==> src/hw/dmh_pkg.sv <==
package dmh_pkg;

    // ****************************************************************
    // host page and decoded addresses
    // ****************************************************************
    localparam logic [7:0] DMH_PAGE_HI = 8'h01;
    localparam logic [15:0] DMH_ADAPTER_BASE = 16'h0108;
    localparam logic [15:0] DMH_ADAPTER_LAST = 16'h010F;
    localparam logic [15:0] DMH_TRIG_A_ADDR = 16'h0110;
    localparam logic [15:0] DMH_TRIG_B_ADDR = 16'h0118;
    localparam logic [15:0] DMH_FUNC_ADDR = 16'h0128;
    localparam logic [15:0] DMH_READBACK_ADDR = 16'h0130;
    localparam logic [15:0] DMH_RELEASE_ADDR = 16'h0138;

    // ****************************************************************
    // static output port fields
    // ****************************************************************
    localparam int DMH_CODE_LSB = 0;
    localparam int DMH_CODE_W = 4;
    localparam int DMH_LAMP_ADDR_BIT = 4;
    localparam int DMH_LAMP_REMOTE_BIT = 5;
    localparam int DMH_RESTART_BIT = 7;
    localparam int DMH_FUNC_W = 6;

    // function latch bit positions
    localparam int DMH_FL_GATE_CAP_BIT = 0;
    localparam int DMH_FL_THIRD_SEL_BIT = 1;

    // ****************************************************************
    // timing
    // ****************************************************************
    localparam int DMH_CLK_HZ = 25_000_000;
    localparam int DMH_HOST_CLK_HZ = 1_000_000;
    localparam int DMH_RESTART_HOLD_NS = 10_000;
    // least time, rounded up to whole cycles
    localparam int DMH_RESTART_HOLD_CYC = (DMH_RESTART_HOLD_NS * (DMH_CLK_HZ / 1_000_000) + 999) / 1000;
    localparam int DMH_HOLD_W = 9;

    // ****************************************************************
    // types
    // ****************************************************************
    typedef enum logic [1:0] {
        DMH_HS_FREE = 2'b01,
        DMH_HS_HELD = 2'b10
    } dmh_hs_state_t;

    typedef struct packed {
        logic [7:0] addr_lo;   // low address byte
        logic page_n;          // page select, low on page 01xx
        logic rw;              // high read, low write
        logic e;               // host bus clock
    } dmh_host_bus_t;

    typedef struct packed {
        dmh_hs_state_t hs;
        logic ready_q;
        logic [DMH_FUNC_W-1:0] func_bits;
        logic [DMH_FUNC_W-1:0] function_latch;
        logic [7:0] host_data;
        logic host_data_oe_n;
        logic readback_n;
        logic [DMH_CODE_W-1:0] counter_data;
        logic counter_data_oe_n;
        logic register_sel_hi_oe_n;
        logic adapter_cs_n;
        logic [2:0] adapter_reg_select;
        logic host_irq_n;
        logic dac_a_strobe;
        logic dac_b_strobe;
        logic addressed_indicator;
        logic remote_lamp;
        logic counter_restart_n;
        logic [DMH_HOLD_W-1:0] hold_cnt;
        logic reset_press;
        logic mode_taken;
        logic [2:0] mode_select;
        logic diag_mode;
    } dmh_state_t;

    localparam dmh_state_t DMH_STATE_RST = '{
        hs: DMH_HS_FREE,
        ready_q: 1'b0,
        func_bits: 6'h3F,
        function_latch: 6'h3F,
        host_data: 8'h00,
        host_data_oe_n: 1'b1,
        readback_n: 1'b1,
        counter_data: 4'h0,
        counter_data_oe_n: 1'b1,
        register_sel_hi_oe_n: 1'b1,
        adapter_cs_n: 1'b1,
        adapter_reg_select: 3'h0,
        host_irq_n: 1'b1,
        dac_a_strobe: 1'b0,
        dac_b_strobe: 1'b0,
        addressed_indicator: 1'b0,
        remote_lamp: 1'b0,
        counter_restart_n: 1'b0,
        hold_cnt: 9'h000,
        reset_press: 1'b0,
        mode_taken: 1'b0,
        mode_select: 3'h0,
        diag_mode: 1'b0
    };

endpackage

==> src/hw/dmh_level_store.sv <==
`timescale 1ns/1ns

module dmh_level_store
    import dmh_pkg::*;
#(
    parameter int WIDTH = 8,
    parameter int DEPTH = 2
)
(
    input wire logic clk_sys_i,                    // system clock
    input wire logic rst_n_i,                      // synchronised reset, active low
    input wire logic wr_en_i,                      // write strobe
    input wire logic [$clog2(DEPTH)-1:0] wr_idx_i, // entry to write
    input wire logic [WIDTH-1:0] wr_data_i,        // data to store
    output logic [DEPTH*WIDTH-1:0] levels_o        // all entries, registered
);

    logic [DEPTH*WIDTH-1:0] store;
    logic [DEPTH*WIDTH-1:0] next_store;

    // ****************************************************************
    // storage
    // ****************************************************************
    always_comb
    begin
        next_store = store;
        for (int i = 0; i < DEPTH; i++)
        begin
            if (wr_en_i && (wr_idx_i == i[$clog2(DEPTH)-1:0]))
            begin
                next_store[i*WIDTH +: WIDTH] = wr_data_i;
            end
        end
    end

    always_ff @(posedge clk_sys_i or negedge rst_n_i)
    begin
        if (!rst_n_i)
        begin
            store <= '0;
        end
        else
        begin
            store <= next_store;
        end
    end

    assign levels_o = store;

endmodule

==> src/hw/dmh_handshake_decode.sv <==
`timescale 1ns/1ns

module dmh_handshake_decode
    import dmh_pkg::*;
#(
    parameter int RESTART_HOLD = DMH_RESTART_HOLD_CYC
)
(
    input wire logic clk_sys_i,                     // system clock, 25 MHz
    input wire logic rst_n_i,                       // power-up reset, active low
    input wire dmh_host_bus_t host_bus_i,           // host address and control
    input wire logic [7:0] port1_i,                 // host static output port
    output logic [7:0] host_data_o,                 // readback data to host bus
    output logic host_data_oe_n_o,                  // readback drive, low drives
    input wire logic counter_ready_enable_i,        // counter enable line
    input wire logic counter_rw_i,                  // counter read/write, high read
    input wire logic [3:0] counter_data_i,          // shared four-bit bus in
    output logic [3:0] counter_data_o,              // code to shared bus
    output logic counter_data_oe_n_o,               // code buffer drive, low drives
    output logic register_sel_hi_o,                 // pull-down level on sel_hi
    output logic register_sel_hi_oe_n_o,            // pull-down drive, low drives
    output logic adapter_cs_n_o,                    // adapter chip select, low
    output logic [2:0] adapter_reg_select_o,        // adapter register select
    input wire logic adapter_listen_i,              // adapter addressed to listen
    output logic host_irq_n_o,                      // host interrupt request, low
    output logic dac_a_strobe_o,                    // channel A trigger DAC strobe
    output logic dac_b_strobe_o,                    // channel B trigger DAC strobe
    output logic [7:0] trigger_level_a_o,           // channel A trigger level
    output logic [7:0] trigger_level_b_o,           // channel B trigger level
    output logic [5:0] function_latch_o,            // instrument function lines
    output logic readback_en_n_o,                   // readback enable, low
    output logic addressed_indicator_o,             // addressed lamp
    output logic remote_lamp_o,                     // remote lamp
    output logic counter_restart_n_o,               // counter restart, low
    input wire logic reset_button_n_i,              // front-panel reset, low pressed
    output logic reset_press_latch_o,               // reset press latch state
    input wire logic [2:0] mode_pins_i,             // mode-select pins
    output logic [2:0] mode_select_o,               // mode captured at reset
    input wire logic diag_test_point_n_i,           // test point, low grounded
    output logic diag_mode_o,                       // diagnostic mode active
    input wire logic interval_delay_switch_n_i,     // interval delay switch, low
    input wire logic third_input_switch_n_i         // third input switch, low
);

    // ****************************************************************
    // reset release
    // ****************************************************************
    logic [1:0] rst_pipe;
    logic rst_sync_n;

    always_ff @(posedge clk_sys_i or negedge rst_n_i)
    begin
        if (!rst_n_i)
        begin
            rst_pipe <= 2'b00;
        end
        else
        begin
            rst_pipe <= {rst_pipe[0], 1'b1};
        end
    end

    assign rst_sync_n = rst_pipe[1];

    // ****************************************************************
    // address decode
    // ****************************************************************
    function automatic logic dmh_hit(input dmh_host_bus_t bus, input logic [15:0] addr);
        // page select low stands for upper byte one
        dmh_hit = !bus.page_n && (bus.addr_lo == addr[7:0]) && (addr[15:8] == DMH_PAGE_HI);
    endfunction

    function automatic logic dmh_in_adapter(input dmh_host_bus_t bus);
        logic [15:0] full;
        full = {DMH_PAGE_HI, bus.addr_lo};
        dmh_in_adapter = !bus.page_n && (full >= DMH_ADAPTER_BASE) && (full <= DMH_ADAPTER_LAST);
    endfunction

    dmh_state_t st;
    dmh_state_t next_st;
    logic wr_cyc;
    logic any_cyc;
    logic release_hit;
    logic ready_now;
    logic ready_rise;
    logic restart_now;
    logic dac_wr;
    logic dac_idx;
    logic [15:0] levels;

    // ****************************************************************
    // next state
    // ****************************************************************
    always_comb
    begin
        next_st = st;

        // bus clock high qualifies every strobe
        any_cyc = host_bus_i.e;
        wr_cyc = host_bus_i.e && !host_bus_i.rw;

        // adapter select and register choice
        next_st.adapter_cs_n = !(any_cyc && dmh_in_adapter(host_bus_i));
        if (any_cyc && dmh_in_adapter(host_bus_i))
        begin
            next_st.adapter_reg_select = host_bus_i.addr_lo[2:0];
        end
        else
        begin
            next_st.adapter_reg_select = 3'h0;
        end

        // trigger level strobes carry the whole port
        next_st.dac_a_strobe = wr_cyc && dmh_hit(host_bus_i, DMH_TRIG_A_ADDR);
        next_st.dac_b_strobe = wr_cyc && dmh_hit(host_bus_i, DMH_TRIG_B_ADDR);

        // function latch takes the six low port bits
        if (wr_cyc && dmh_hit(host_bus_i, DMH_FUNC_ADDR))
        begin
            next_st.func_bits = port1_i[DMH_FUNC_W-1:0];
        end
        next_st.function_latch = next_st.func_bits;
        // a low switch forces the line low whatever the host last latched
        if (!interval_delay_switch_n_i)
        begin
            next_st.function_latch[DMH_FL_GATE_CAP_BIT] = 1'b0;
        end
        if (!third_input_switch_n_i)
        begin
            next_st.function_latch[DMH_FL_THIRD_SEL_BIT] = 1'b0;
        end

        // readback drives counter data and latch state
        next_st.readback_n = !(wr_cyc && dmh_hit(host_bus_i, DMH_READBACK_ADDR));
        next_st.host_data_oe_n = next_st.readback_n;
        next_st.host_data = {3'h0, (st.hs == DMH_HS_HELD), counter_data_i};

        // handshake latch; a new ready edge beats a same-cycle release
        release_hit = wr_cyc && dmh_hit(host_bus_i, DMH_RELEASE_ADDR);
        ready_now = counter_ready_enable_i && !counter_rw_i;
        ready_rise = ready_now && !st.ready_q;
        next_st.ready_q = ready_now;
        unique case (st.hs)
            DMH_HS_FREE:
            begin
                if (ready_rise)
                begin
                    next_st.hs = DMH_HS_HELD;
                end
            end
            DMH_HS_HELD:
            begin
                if (release_hit && !ready_rise)
                begin
                    next_st.hs = DMH_HS_FREE;
                end
            end
            default:
            begin
                next_st.hs = DMH_HS_FREE;
            end
        endcase
        // counter cannot select its upper registers while held
        next_st.register_sel_hi_oe_n = (next_st.hs != DMH_HS_HELD);

        // code buffer opens only on a counter read cycle
        next_st.counter_data_oe_n = !(counter_ready_enable_i && counter_rw_i);
        // static port code stays presented, never sampled once
        next_st.counter_data = port1_i[DMH_CODE_LSB +: DMH_CODE_W];
        next_st.addressed_indicator = port1_i[DMH_LAMP_ADDR_BIT];
        next_st.remote_lamp = port1_i[DMH_LAMP_REMOTE_BIT];

        // restart stretched so a short port pulse still resets the counter
        restart_now = !port1_i[DMH_RESTART_BIT];
        if (restart_now)
        begin
            next_st.hold_cnt = DMH_HOLD_W'(RESTART_HOLD);
        end
        else if (st.hold_cnt != '0)
        begin
            next_st.hold_cnt = st.hold_cnt - 1'b1;
        end
        next_st.counter_restart_n = !(restart_now || (st.hold_cnt > 1));

        // press latch: set wins over the restart clear
        if (!reset_button_n_i)
        begin
            next_st.reset_press = 1'b1;
        end
        else if (!next_st.counter_restart_n)
        begin
            next_st.reset_press = 1'b0;
        end

        // mode pins caught once just after reset release
        if (!st.mode_taken)
        begin
            next_st.mode_select = mode_pins_i;
            next_st.mode_taken = 1'b1;
        end

        // only power-up or the front-panel button leaves diagnostics
        if (!reset_button_n_i)
        begin
            next_st.diag_mode = 1'b0;
        end
        else if (st.mode_taken && !diag_test_point_n_i)
        begin
            next_st.diag_mode = 1'b1;
        end

        next_st.host_irq_n = !adapter_listen_i;
    end

    always_ff @(posedge clk_sys_i or negedge rst_sync_n)
    begin
        if (!rst_sync_n)
        begin
            st <= DMH_STATE_RST;
        end
        else
        begin
            st <= next_st;
        end
    end

    // ****************************************************************
    // trigger level store
    // ****************************************************************
    assign dac_wr = wr_cyc && (dmh_hit(host_bus_i, DMH_TRIG_A_ADDR) || dmh_hit(host_bus_i, DMH_TRIG_B_ADDR));
    assign dac_idx = dmh_hit(host_bus_i, DMH_TRIG_B_ADDR);

    dmh_level_store #(
        .WIDTH(8),
        .DEPTH(2)
    ) u_levels (
        .clk_sys_i(clk_sys_i),
        .rst_n_i(rst_sync_n),
        .wr_en_i(dac_wr),
        .wr_idx_i(dac_idx),
        .wr_data_i(port1_i),
        .levels_o(levels)
    );

    // ****************************************************************
    // outputs
    // ****************************************************************
    assign trigger_level_a_o = levels[7:0];
    assign trigger_level_b_o = levels[15:8];
    assign host_data_o = st.host_data;
    assign host_data_oe_n_o = st.host_data_oe_n;
    assign counter_data_o = st.counter_data;
    assign counter_data_oe_n_o = st.counter_data_oe_n;
    assign register_sel_hi_o = 1'b0;
    assign register_sel_hi_oe_n_o = st.register_sel_hi_oe_n;
    assign adapter_cs_n_o = st.adapter_cs_n;
    assign adapter_reg_select_o = st.adapter_reg_select;
    assign host_irq_n_o = st.host_irq_n;
    assign dac_a_strobe_o = st.dac_a_strobe;
    assign dac_b_strobe_o = st.dac_b_strobe;
    assign function_latch_o = st.function_latch;
    assign readback_en_n_o = st.readback_n;
    assign addressed_indicator_o = st.addressed_indicator;
    assign remote_lamp_o = st.remote_lamp;
    assign counter_restart_n_o = st.counter_restart_n;
    assign reset_press_latch_o = st.reset_press;
    assign mode_select_o = st.mode_select;
    assign diag_mode_o = st.diag_mode;

endmodule

==> config.mk <==
export PLATFORM = sky130hd
export DESIGN_NAME = dmh_handshake_decode
export DESIGN_NICKNAME = d
export VERILOG_FILES = /design/src/hw/dmh_pkg.sv /design/src/hw/dmh_level_store.sv /design/src/hw/dmh_handshake_decode.sv
export SDC_FILE = /design/constraint.sdc
export NUM_CORES = 1
export LEC_CHECK = 0
export BUFFER_PORTS_ARGS = -buffer_cell sky130_fd_sc_hd__buf_2
export CAP_MARGIN = 20
export CORE_MARGIN = 2
export CORE_UTILIZATION = 46
export CTS_CLUSTER_DIAMETER = 50
export DETAILED_ROUTE_END_ITERATION = 8
export PLACE_DENSITY = 0.86
export SYNTH_ARGS = -nofsm -noshare
export SYNTH_HDL_FRONTEND = slang
export SYNTH_SLANG_ARGS = --single-unit
export TNS_END_PERCENT = 100
==> constraint.sdc <==
create_clock -name clk_sys_i -period 2.1 [get_ports clk_sys_i]
set_input_delay 0.21 -clock clk_sys_i [delete_from_list [all_inputs] [get_ports clk_sys_i]]
set_output_delay 0.21 -clock clk_sys_i [all_outputs]
set_load 0.05 [all_outputs]
==> impl_metrics.yaml <==
synth:
  syn_inst: 218
  syn_area_um2: 2810
  synth.distinct_cells: 41
  synth_warnings: 0
  async_flop_share_pct: 100
  syn_avg_cell_area_um2: 12.9
  synth_ff_type: "dfrtp_1"
  seq_area_frac_synth_pct: 59.3
  synth-seq-cells: 66
  synth-edff-count: 0
detailed_routing:
  num_vias: 1901
  wire_per_inst_um: 13.5
  drtAntennaViolNets: 0
  first_pass_iters: 4
  via_per_inst: 5.00
  drt_iter0_markers: 47
  routed_wl_mm: 5.14
  route.detailed.drc: 0
setup_path:
  worstPathArrival_ps: 2170
  endpoint_kind: "flip-flop"
  r2r_end: "st[7]"
  r2r_start: "st[6]"
  reg2reg_depth: 5
  start_kind: "flip-flop"
  required_ps: 2310
  path_max_fanout: 6
  criticalPathCategory: "flip-flop to flip-flop"
  r2r_slack_ps: 140
placement:
  dp_hpwl_mm: 3.85
  pre_cts_ws_ps: 164
  globalplace.congestion: 0.793
  io_buffers: 84
global_routing:
  grt_pass1_vias: 1939
  grt_pass1_wl_mm: 8.69
  grt_overflow_total: 0
  gr-usage-all-layers_pct: 17.3
  antenna_found_initial: 0
  grt_max_degree: 32
power_and_ir_drop:
  total_power_mw: 2.74
  p_leak_nw: 1.70
  peakVddDrop_uv: 455
  pwr_density_cell_nw_per_um2: 803
clock_tree:
  h-tree-depth: 3
  cts_hold_buf: 6
  insertion_delay_ps: 330
  cts.sinks: 66
  tritoncts: "yes"
  cts-root-buf: "clkbuf_8"
  cts_setup_buffers: 0
  cts_resized: 0
  cts-buffers-inserted: 9
  cts.clk_slew.worst_paths_ps: 70
  cts_max_path_buffers: 2
die:
  fp.coreArea_um2: 5920
  ios: 89
  rows: 28
  die_y_um: 82.2
  start_util_pct: 47.5
  die_w_um: 82.2
  die_area_um2: 6760
sta:
  skew_ps: 15.9
  rsz0062_at_grt: "no"
  drv_slew: 0
  slew_headroom_pct: 62.8
  tns_ps: 0
  fin_ws_ps: 141
  fmax_ghz: 0.510
  hold_viol_final: 0
  setup_viol: 0
  fin_crit_ps: 1960
  period_share_pct: 93.3
  worstMarginPinSlew_ps: 558
final_layout:
  drive_gt1_share_pct: 49.8
  nets: 339
  syn_to_final_growth_pct: 21.3
  n_antenna_cell: 0
  fin_util_pct: 57.6
min_path:
  min_to: "addressed_indicator_o"
  min_from: "port1_i[4]"
  worstHoldPathCells: 1
  hold_path_class: "primary input to flip-flop"
outcome:
  status: "completed"
job:
  cap_violations: 0
-- power breakdown --
part / switching [mW] / internal [mW]
Sequential: 0.0463 / 1.35
Combinational: 0.304 / 0.144
Clock: 0.442 / 0.453
-- worst max-delay path, cell delays in order, from the launching register on --
cell	delay [ps]
dfrtp_1	430
inv_1	100
ha_1	210
or3b_1	450
nor3_2	280
mux2_2	370
-- cell type report --
type	count	area [µm²]
fill	518	2510
multi-input combinational	122	933
sequential	66	1670
timing repair buffer	94	523
clock buffer	12	145
clock inverter	4	20.0
inverter	7	26.3
tap	75	93.8
-- cell usage after synthesis (4+ instances only) --
library cell / instances / area, µm²
inv_1: 7 / 26.3
nor2_1: 5 / 18.8
a21oi_1: 4 / 20.0
mux2_2: 27 / 304
nor2b_1: 5 / 31.3
dfstp_2: 14 / 368
nor3_1: 5 / 25.0
buf_4: 26 / 195
or4_1: 5 / 37.5
nand2_1: 14 / 52.6
nand3_1: 5 / 25.0
ha_1: 4 / 50.1
dfrtp_1: 52 / 1300
-- placed cells by master (no fill, tap or decap), drive strengths merged, types with 2 or more instances in the layout --
| cell | Yosys | layout |
|---|---|---|
| dlygate4sd3 | 0 | 6 |
| nand2b | 3 | 3 |
| nand2 | 14 | 14 |
| a21oi | 4 | 4 |
| o211ai | 2 | 2 |
| nor2b | 5 | 5 |
| and2 | 3 | 3 |
| or3 | 3 | 3 |
| dfrtp | 52 | 52 |
| or4 | 5 | 5 |
| or3b | 2 | 2 |
| nor3 | 6 | 6 |
| nor2 | 5 | 5 |
| mux2i | 3 | 3 |
| a211oi | 2 | 2 |
| nand4 | 2 | 2 |
| or4b | 2 | 2 |
| buf | 26 | 88 |
| nand3 | 5 | 5 |
| ha | 4 | 4 |
| clkbuf | 1 | 12 |
| conb | 2 | 6 |
| o21ai | 2 | 2 |
| nor4 | 4 | 4 |
| a21o | 2 | 2 |
| mux2 | 27 | 27 |
| dfstp | 14 | 14 |
| clkinv | 0 | 4 |
| inv | 7 | 7 |
-- sequential cells by signal, summed over array words and instances, names as in the netlist, 2 cells and up --
register / flops
mode_select_o: 3
host_data_o: 5
st: 16
adapter_reg_select_o: 3
counter_data_o: 4
rst_pipe: 2
function_latch_o: 5
u_levels.levels_o: 16
-- worst max-delay path by stage --
stage,startpoint,endpoint,slack (ps)
2_1_floorplan,rst_pipe[1],adapter_reg_select_o[0],150
3_3_place_gp,host_bus_i[2],function_latch_o[3],240
3_5_place_dp,st[6],st[7],160
4_1_cts,st[6],st[7],140
5_1_grt,st[6],st[7],40
6_report,st[6],st[7],140
-- metal layers --
layer / vias to the layer above / track usage, % / share of wire [%]
met3: 9 / 4.57 / 6.2
met1: 929 / 21.2 / 45
met2: 65 / 28.6 / 48
met4: 0 / 7.50 / 1.4
li1: 898 / - / -
met5: - / 0 / 0
-- metrics by stage --
stage,cell area (µm²),cells,hold slack [ps]
4_1_cts,3410,380,8.81
3_5_place_dp,3190,358,-1.28
2_1_floorplan,2830,222,-85.6
5_1_grt,3410,380,8.94
3_3_place_gp,3190,358,-2.75
6_report,3410,380,29.4
-- kinds of logic (layout without fill, tap and decap cells) --
group	after synthesis	in the layout	synth area share, %
compound gates	20	20	4.89
simple gates	62	62	13.8
fa+ha+maj	4	4	1.78
buf+inv	34	117	8.01
flops	66	66	59.3
mux	30	30	11.9
other cells	2	6	0.267
Power figures use the tool's default switching activity.
